===== src/ops_pkg.sv =====
package ops_pkg;

   // ----------------------------------------------------------------
   // Timing
   // ----------------------------------------------------------------
   localparam int CLK_HZ = 40_000_000;
   localparam int CLK_MHZ = CLK_HZ / 1_000_000;
   localparam int OSC_HZ = 100_000;
   localparam int PERIOD_CYC = CLK_HZ / OSC_HZ;
   localparam int PH_W = 9;
   // Sawtooth ramp: maximum on-time is half the period
   localparam int MAX_DUTY_PCT = 50;
   localparam int MAX_ON_CYC = PERIOD_CYC * MAX_DUTY_PCT / 100;
   localparam int MIN_ON_NS = 200;
   localparam int MIN_ON_CYC = (MIN_ON_NS * CLK_MHZ + 999) / 1000;
   localparam int LEB_NS = 150;
   localparam int LEB_CYC = (LEB_NS * CLK_MHZ + 999) / 1000;
   localparam logic [PH_W-1:0] PH_LAST = PH_W'(PERIOD_CYC - 1);
   localparam logic [PH_W-1:0] PH_MAX_ON = PH_W'(MAX_ON_CYC);
   localparam logic [PH_W-1:0] PH_MIN_ON = PH_W'(MIN_ON_CYC);
   localparam logic [PH_W-1:0] PH_LEB = PH_W'(LEB_CYC);

   // ----------------------------------------------------------------
   // Error signal and auto-restart
   // ----------------------------------------------------------------
   localparam int ERR_W = 8;
   localparam logic [ERR_W-1:0] ERR_DEAD = 8'h20;
   localparam int CNT_W = 3;
   localparam logic [CNT_W-1:0] CNT_LAST = 3'h7;

   // ----------------------------------------------------------------
   // Register map
   // ----------------------------------------------------------------
   localparam int AW = 12;
   localparam logic [AW-1:0] ADDR_CTRL = 12'h000;
   localparam logic [AW-1:0] ADDR_STATUS = 12'h004;
   localparam logic [AW-1:0] ADDR_IRQ_STAT = 12'h008;
   localparam logic [AW-1:0] ADDR_IRQ_CLR = 12'h00C;
   localparam logic [AW-1:0] ADDR_IRQ_EN = 12'h010;
   localparam int CTRL_RUN_BIT = 0;
   localparam logic CTRL_RUN_RST = 1'b1;
   localparam int ST_STATE_LSB = 0;
   localparam int ST_CNT_LSB = 4;
   localparam int ST_OVP_BIT = 7;
   localparam int ST_OTP_BIT = 8;
   localparam int ST_GATE_BIT = 9;
   localparam int ST_HV_BIT = 10;
   localparam int EV_W = 5;
   localparam int EV_RUN = 0;
   localparam int EV_RESTART = 1;
   localparam int EV_OCP = 2;
   localparam int EV_OVP = 3;
   localparam int EV_OTP = 4;
   localparam logic [EV_W-1:0] IRQ_EN_RST = 5'h00;

   // ----------------------------------------------------------------
   // Types
   // ----------------------------------------------------------------
   typedef enum logic [3:0] {
      ST_START = 4'b0001,
      ST_RUN = 4'b0010,
      ST_RESTART = 4'b0100,
      ST_LATCH = 4'b1000
   } ops_state_type;

   typedef struct packed {
      logic vc_upper;
      logic vc_lower;
      logic drain_trip;
      logic ctrl_surge;
      logic over_temp;
   } ops_sense_type;

   typedef struct packed {
      logic gate;
      logic hv_bias;
      logic standby;
   } ops_drive_type;

endpackage : ops_pkg


===== src/ops_switch_ctrl.sv =====
`timescale 1ns/1ps
// Contract
// RQ1 - First upper supply threshold: bias source off, modulator and switch enabled.
// RQ2 - Supply at lower threshold: switch off, standby, bias source on again.
// RQ3 - Hysteretic mode: bias on at lower threshold, off at upper threshold.
// RQ4 - Restart counter holds switch off for eight discharge-charge cycles.
// RQ5 - Auto-restart repeats while regulation is lost; normal operation resumes afterwards.
// RQ6 - Each oscillator period start sets the latch, turning the switch on.
// RQ7 - Modulator resets latch at error-over-sawtooth crossing; more current, shorter pulse.
// RQ8 - On-time never exceeds the oscillator-defined maximum duty limit.
// RQ9 - Minimum on-time always; duty falls only above a minimum control current. Current limit can still end a pulse at blanking end, before it.
// RQ10 - Drain voltage comparator trip turns switch off until next period.
// RQ11 - Current-limit comparator ignored during blanking interval after turn-on.
// RQ12 - Control-pin surge sets overvoltage latch, holding the switch off.
// RQ13 - Shutdown latch clears only on power-up reset.
// RQ14 - Auto-restart and latched shutdown keep supply in hysteretic regulation.
// RQ15 - Overtemperature latches switch off until power-up reset.
// RQ16 - Bias source stays off during normal switching.
// RQ17 - Power-up reset clears counter and latches, switch off, start-up with bias on.
module ops_switch_ctrl (
   input wire logic pclk,
   input wire logic presetn,
   input wire logic psel,
   input wire logic penable,
   input wire logic pwrite,
   input wire logic [ops_pkg::AW-1:0] paddr,
   input wire logic [31:0] pwdata,
   output logic [31:0] prdata,
   output logic pready,
   output logic pslverr,
   input ops_pkg::ops_sense_type sense,
   input wire logic [ops_pkg::ERR_W-1:0] err_level,
   output ops_pkg::ops_drive_type drive,
   output logic irq
);
   import ops_pkg::*;

   // ----------------------------------------------------------------
   // Declarations
   // ----------------------------------------------------------------
   ops_state_type state_r, state_nxt;
   ops_drive_type drive_r, drive_nxt;
   logic [PH_W-1:0] phase_r;
   logic [CNT_W-1:0] cnt_r, cnt_nxt;
   logic ovp_r, otp_r;
   logic ctrl_run_r;
   logic [EV_W-1:0] ist_r, ien_r;
   logic irq_r;
   logic [31:0] prdata_r;
   logic pready_r, pslverr_r;
   logic gate_nxt;
   logic hv_nxt;

   function automatic logic [PH_W-1:0] on_limit(input logic [ERR_W-1:0] err);
      logic [PH_W-1:0] excess;
      excess = (err > ERR_DEAD) ? {1'b0, err - ERR_DEAD} : '0;
      if (excess >= PH_MAX_ON - PH_MIN_ON)
      begin
         on_limit = PH_MIN_ON;
      end
      else
      begin
         on_limit = PH_MAX_ON - excess;
      end
   endfunction : on_limit

   // ----------------------------------------------------------------
   // Supply sequencing
   // ----------------------------------------------------------------
   wire fault_now = sense.ctrl_surge | sense.over_temp | ovp_r | otp_r;
   wire hyst_mode = (state_r == ST_RESTART) || (state_r == ST_LATCH);
   wire charge_done = sense.vc_upper & ~sense.vc_lower;

   always_comb
   begin
      state_nxt = state_r;
      cnt_nxt = cnt_r;
      hv_nxt = drive_r.hv_bias;
      case (state_r)
         ST_START:
         begin
            hv_nxt = 1'b1;
            if (fault_now)
            begin
               state_nxt = ST_LATCH;
            end
            else if (charge_done)
            begin
               state_nxt = ST_RUN; // RQ1
               hv_nxt = 1'b0; // RQ1
            end
         end
         ST_RUN:
         begin
            hv_nxt = 1'b0; // RQ16
            if (fault_now)
            begin
               state_nxt = ST_LATCH; // RQ12 RQ15
            end
            else if (sense.vc_lower)
            begin
               state_nxt = ST_RESTART; // RQ2
               cnt_nxt = '0;
               hv_nxt = 1'b1; // RQ2
            end
         end
         ST_RESTART, ST_LATCH:
         begin
            // Same window in both modes
            if (sense.vc_lower)
            begin
               hv_nxt = 1'b1; // RQ3 RQ14
            end
            else if (sense.vc_upper)
            begin
               hv_nxt = 1'b0; // RQ3 RQ14
            end
            if (state_r == ST_RESTART)
            begin
               if (fault_now)
               begin
                  state_nxt = ST_LATCH;
               end
               else if (charge_done && drive_r.hv_bias)
               begin
                  // One completed discharge-charge cycle
                  if (cnt_r == CNT_LAST)
                  begin
                     state_nxt = ST_RUN; // RQ5
                     cnt_nxt = '0;
                  end
                  else
                  begin
                     cnt_nxt = cnt_r + 3'h1; // RQ4
                  end
               end
            end
         end
         default:
         begin
            state_nxt = ST_START;
            hv_nxt = 1'b1;
         end
      endcase
   end

   // ----------------------------------------------------------------
   // Oscillator and PWM latch
   // ----------------------------------------------------------------
   wire switch_ok = (state_r == ST_RUN) && (state_nxt == ST_RUN) && ctrl_run_r;
   wire period_start = (phase_r == '0);
   wire [PH_W-1:0] pwm_lim = on_limit(err_level); // RQ9
   wire blank_over = (phase_r >= PH_LEB); // RQ11
   wire ocp_cut = drive_r.gate & sense.drain_trip & blank_over; // RQ10 RQ11
   wire pwm_cut = (phase_r >= pwm_lim) && (phase_r >= PH_MIN_ON); // RQ7 RQ9
   wire max_cut = (phase_r >= PH_MAX_ON); // RQ8
   wire early_cut = ~switch_ok | ocp_cut;

   always_comb
   begin
      if (!switch_ok)
      begin
         gate_nxt = 1'b0; // RQ4 RQ12 RQ15
      end
      else if (period_start)
      begin
         gate_nxt = 1'b1; // RQ6
      end
      else if (max_cut || ocp_cut || pwm_cut)
      begin
         gate_nxt = 1'b0; // RQ7 RQ8 RQ10
      end
      else
      begin
         gate_nxt = drive_r.gate;
      end
   end

   always_comb
   begin
      drive_nxt.gate = gate_nxt;
      drive_nxt.hv_bias = hv_nxt;
      drive_nxt.standby = (state_nxt != ST_RUN); // RQ2
   end

   // ----------------------------------------------------------------
   // Events and interrupt
   // ----------------------------------------------------------------
   wire [EV_W-1:0] ev;
   assign ev[EV_RUN] = (state_r != ST_RUN) && (state_nxt == ST_RUN);
   assign ev[EV_RESTART] = (state_r != ST_RESTART) && (state_nxt == ST_RESTART);
   assign ev[EV_OCP] = ocp_cut;
   assign ev[EV_OVP] = sense.ctrl_surge & ~ovp_r;
   assign ev[EV_OTP] = sense.over_temp & ~otp_r;

   // ----------------------------------------------------------------
   // APB slave
   // ----------------------------------------------------------------
   wire acc = psel & penable;
   wire acc_first = acc & ~pready_r;
   wire hit_ctrl = (paddr == ADDR_CTRL);
   wire hit_status = (paddr == ADDR_STATUS);
   wire hit_ist = (paddr == ADDR_IRQ_STAT);
   wire hit_iclr = (paddr == ADDR_IRQ_CLR);
   wire hit_ien = (paddr == ADDR_IRQ_EN);
   wire mapped = hit_ctrl | hit_status | hit_ist | hit_iclr | hit_ien;
   wire wr_go = acc & pready_r & pwrite;
   wire [EV_W-1:0] clr_mask = (wr_go && hit_iclr) ? pwdata[EV_W-1:0] : '0;
   // Set wins over a clear in the same cycle
   wire [EV_W-1:0] ist_nxt = (ist_r & ~clr_mask) | ev;
   wire [EV_W-1:0] ien_nxt = (wr_go && hit_ien) ? pwdata[EV_W-1:0] : ien_r;

   wire [31:0] status_word = (32'(state_r) << ST_STATE_LSB) | (32'(cnt_r) << ST_CNT_LSB)
      | (32'(ovp_r) << ST_OVP_BIT) | (32'(otp_r) << ST_OTP_BIT)
      | (32'(drive_r.gate) << ST_GATE_BIT) | (32'(drive_r.hv_bias) << ST_HV_BIT);
   wire [31:0] rd_mux = hit_ctrl ? (32'(ctrl_run_r) << CTRL_RUN_BIT)
      : hit_status ? status_word
      : hit_ist ? 32'(ist_r)
      : hit_ien ? 32'(ien_r)
      : 32'h0000_0000;

   // ----------------------------------------------------------------
   // Registers
   // ----------------------------------------------------------------
   always_ff @(posedge pclk or negedge presetn)
   begin
      if (!presetn)
      begin
         state_r <= ST_START; // RQ17
         cnt_r <= '0; // RQ17
         drive_r <= 3'b011; // RQ17
         ovp_r <= 1'b0; // RQ13 RQ17
         otp_r <= 1'b0; // RQ17
         phase_r <= '0;
      end
      else
      begin
         state_r <= state_nxt;
         cnt_r <= cnt_nxt;
         drive_r <= drive_nxt;
         ovp_r <= ovp_r | sense.ctrl_surge; // RQ12 RQ13
         otp_r <= otp_r | sense.over_temp; // RQ15
         phase_r <= (phase_r == PH_LAST) ? '0 : phase_r + 9'h001; // RQ6
      end
   end

   always_ff @(posedge pclk or negedge presetn)
   begin
      if (!presetn)
      begin
         ctrl_run_r <= CTRL_RUN_RST;
         ist_r <= '0;
         ien_r <= IRQ_EN_RST;
         irq_r <= 1'b0;
      end
      else
      begin
         if (wr_go && hit_ctrl)
         begin
            ctrl_run_r <= pwdata[CTRL_RUN_BIT];
         end
         ist_r <= ist_nxt;
         ien_r <= ien_nxt;
         irq_r <= |(ist_nxt & ien_nxt);
      end
   end

   // One wait state, answer registered
   always_ff @(posedge pclk or negedge presetn)
   begin
      if (!presetn)
      begin
         pready_r <= 1'b0;
         pslverr_r <= 1'b0;
         prdata_r <= 32'h0000_0000;
      end
      else
      begin
         pready_r <= acc_first;
         pslverr_r <= acc_first & ~mapped;
         prdata_r <= (acc_first && !pwrite) ? rd_mux : 32'h0000_0000;
      end
   end

   assign prdata = prdata_r;
   assign pready = pready_r;
   assign pslverr = pslverr_r;
   assign drive = drive_r;
   assign irq = irq_r;
endmodule : ops_switch_ctrl


===== config.mk =====
export PLATFORM = sky130hd
export DESIGN_NAME = ops_switch_ctrl
export DESIGN_NICKNAME = d
export VERILOG_FILES = /design/src/ops_pkg.sv /design/src/ops_switch_ctrl.sv
export SDC_FILE = /design/constraint.sdc
export NUM_CORES = 1
export LEC_CHECK = 0
export ABC_CLOCK_PERIOD_IN_PS = 6000
export BUFFER_PORTS_ARGS = -buffer_cell sky130_fd_sc_hd__buf_4
export CELL_PAD_IN_SITES_DETAIL_PLACEMENT = 0
export CELL_PAD_IN_SITES_GLOBAL_PLACEMENT = 2
export CORE_ASPECT_RATIO = 1.2
export CORE_UTILIZATION = 31
export DETAILED_ROUTE_END_ITERATION = 10
export PLACE_DENSITY_LB_ADDON = 0.2
export SYNTH_ARGS = -nofsm -noshare
export SYNTH_HDL_FRONTEND = slang
export SYNTH_SLANG_ARGS = --single-unit

===== constraint.sdc =====
create_clock -name pclk -period 6 [get_ports pclk]
set_clock_uncertainty 0.2 [all_clocks]
set_input_delay 1.2 -clock pclk [delete_from_list [all_inputs] [get_ports pclk]]
set_output_delay 1.2 -clock pclk [all_outputs]
set_load 0.005 [all_outputs]

==> impl_results.md <==
* Status: finished, violations left
* Failing checks: design-rule violations
* Fill cell count at 945
* Total CTS buffers at 5
* Clock Tree Root: clkbuf_8
* Fin. Hold Viols at 0
* # Post-CTS Setup Buffers at 0
* Top Family by Delay on Critical Path: simple AND/OR/NAND/NOR gates
* NetSw at 0.1482 mW
* Multiplexer area fraction after synthesis at 2.763%
* Cts repair resizes at 0
* Worst slew pin tran at 0.5924 ns
* Drt total wl at 6.454 mm
* Crit path max fanout at 5
* TNS Setup at 0 ns
* Dominant cells by area after synthesis: dfrtp_1, ha_1, buf_4
* CP arrival at 4.11 ns
* Commonest non-fill, non-tap cell in the layout: buf_4
* Endpoints failing setup at 0
* XOR/XNOR Fraction of Synth Area at 2.763%
* Max Fclk at 245.0 MHz
* Largest family of logic cells by synthesized area: simple AND/OR/NAND/NOR gates
* Core Region at 8986 sq um
* Insertion delay to the later sink of the worst-skew pair at 0.30 ns
* Nature of the critical path endpoint: register
* Post-synthesis simple-gate area fraction at 23.86%
* Area of the multi-input gates at 1531 sq um
* ANT nets after route at 0
* Clock transition at the registers of the reported paths at 0.09 ns
* DIE AREA at 9592 sq um
* Largest net degree at the start of global routing at 47
* Worst vdd ir at 0.07926 mV
* P_leak at 1.644 nW
* Gr usage total at 14.95%
* Initial core utilization at 31.75%
* Clk network pwr share at 33.7%
* Reg2reg path depth at 6
* RSZ-0062 raised after global routing: false
* Die X-Extent at 89.57 microns
* Layout cells sized above 1 at 23.18%
* Critical path's slowest cell: or3_1
* CP max stage delay at 0.42 ns
* Post-synth ARST share at 100.0%
* Final period util at 68.04%
* Synthesis Warnings at 0
* Vias at 2,277
* Initial antenna violation count at 0
* Compound-Gate Fraction of Synth Area at 14.39%
* # clock sinks at 46
* Critical Path Most Common Cell: nand2_1
* Ant diodes at 0
* Post-synth EDFFs at 0
* Crit path depth at 16
* Dpl hpwl at 5.141 mm
* P&R area growth vs syn at 18.86%
* CP required at 6.03 ns
* Non-filler instance count after layout at 491
* Syn_area_per_cell at 9.028 sq um
* Worst min-delay path class: reg -> reg
* Primary FF master, synth: dfrtp_1
* Synth Instances at 316
* Clock buffer depth at 2
* Global route overflow at 0
* GP Congestion at 0.7686
* Placed cell count at 483
* Setup Crit Path Kind: in -> reg
* Number of remaining DRC errors at 1
* Routed WL per cell at 13.14 microns
* Register area share after synthesis at 40.53%
* FP Rows at 38
* TritonCTS clock tree: built
* Drt initial violations at 47
* Hold buffer count at CTS at 0
* Reg power frac at 53.5%
* Die height at 107.1 microns
* Pre-antenna DRT Iters at 8
* Slew headroom at 60.50%
* Cell depth of the worst hold path at 1
* IO Pins at 100
* Slew Viols, Final at 0
* Fraction of the mapped netlist area in adder cells at 7.018%
* H-tree Lvls at 2
* Vias per Instance at 4.637
* First-pass GRT wire length at 10.84 mm
* Synth Cell Area at 2853 sq um
* Final worst path period need at 4.082 ns
* Total of max-cap violations at 0
* Vias in the first global route at 2,232
* Worst path bufs/invs at 1
* Yosys cell types at 52
* Synthesized flop and latch total at 46
* Critical Path Source Type: input pin
* Synth top area share at 36.84%
* Comb power frac at 12.8%
* Power Density at 173.3 nW/um^2
* Switch share at 25.23%
* Worst-path cell chain: buf_4, or3_1, or3_1, nand2_1, nand2_1, nand2_1, ha_1, a21boi_0, nor2_1, nand2_1, a21oi_1, nor2_1, ha_1, a2111oi_0, o21ai_0, a21oi_1
* Commonest cells after routing, fill and taps aside: buf_4, dfrtp_1, nor2_1, nand2_1, a21oi_1
* Internal power at 0.4393 mW
* Dominant cell type by area after synthesis: dfrtp_1
* Layout Nets at 448
* Port-buffer cells at 51
* Storage cell area at 1156 sq um
==> metrics by stage <==
step / instance area [sq um] / worst slack (ns) / util, % / power, mW / hold slack, ns
2_1_floorplan: 2928 / 2.055 / - / 0.3680 / 0.2473
3_3_place_gp: 3296 / 1.530 / 36.68 / 0.3969 / 0.2989
3_5_place_dp: 3296 / 1.565 / 36.68 / 0.3971 / 0.2954
4_1_cts: 3391 / 1.852 / 37.73 / 0.5994 / 0.3189
5_1_grt: 3391 / 1.597 / 37.73 / 0.6210 / 0.3486
6_report: 3391 / 1.918 / 37.73 / 0.5876 / 0.3145
==> worst paths after layout <==
check | startpoint | to | slack (ns)
setup / recovery | err_level[0] | drive[2] | 1.92
setup reg to reg | phase_r[6] | irq | 3.68
min in group asynchronous | presetn | cnt_r[1] | 0.70
hold / removal | cnt_r[2] | prdata[6] | 0.31
max in group asynchronous | presetn | ien_r[0] | 4.50
hold reg to reg | cnt_r[2] | prdata[6] | 0.31
==> logic make-up (layout without fill, tap and decap cells) <==
family / count (synthesis) / count (layout)
compound gates: 64 / 64
xor+xnor: 9 / 9
fa+ha+maj: 16 / 16
buf+inv: 43 / 78
flops: 46 / 46
mux: 7 / 7
other cells: 2 / 22
simple gates: 129 / 129
==> layer usage <==
layer  track usage, %  wire length [microns]  up-vias
li1                 -                      -     1158
met1            17.22                   2685     1070
met2            27.33                   3477       43
met3            2.309                    187        6
met4            5.102                    104        0
met5                0                      0        -
==> cell usage after synthesis (2+ instances only) <==
master and n:
and2_1 10, dfstp_2 4, and3_1 2, a21boi_0 3, nand2b_1 5, xor2_1 4
or2_2 6, nand4_1 4, a21oi_1 26, conb_1 2, nor4_1 3, a21bo_2 2
nor2_1 34, nor2b_1 10, clkbuf_1 4, a22oi_1 4, buf_4 21, nand3_1 9
a21o_1 3, nor3_1 6, ha_1 16, xnor2_1 5, or3_1 5, inv_1 18
o21ai_0 10, dfrtp_1 42, nand2_1 26, mux2_2 7, o41ai_1 2
==> flip-flops by register name (all words and copies together), names as in the netlist <==
| name | cells |
|---|---|
| ctrl_run_r | 1 |
| phase_r | 9 |
| ien_r | 5 |
| pslverr | 1 |
| prdata | 11 |
| ist_r | 5 |
| drive | 3 |
| cnt_r | 3 |
| otp_r | 1 |
| ovp_r | 1 |
| state_r | 4 |
| irq | 1 |
| pready | 1 |
==> worst reg2reg max path, stage by stage (launching register included) <==
cell and delay (ns):
dfrtp_1 0.47, or3_1 0.45, or3_1 0.37, o31a_1 0.26
and2_1 0.16, o21ai_0 0.16, nand4_1 0.12
==> power groups by stage <==
stage / combinational (mW) / clock, mW / sequential (mW)
2_1_floorplan: 0.0481 / 0 / 0.320
3_3_place_gp: 0.0766 / 0 / 0.320
3_5_place_dp: 0.0767 / 0 / 0.320
4_1_cts: 0.0771 / 0.208 / 0.314
5_1_grt: 0.0873 / 0.219 / 0.315
6_report: 0.0752 / 0.198 / 0.314
==> area by class of cell <==
type	count	area share, %
multi-input cells	247	45.17
clock buffers	6	2.435
well taps	120	4.428
clock inverters	2	0.3690
inverters	18	1.993
repair buffers	52	11.51
flip-flops and latches	46	34.10
Note: power is estimated with default switching activity, not from simulation.
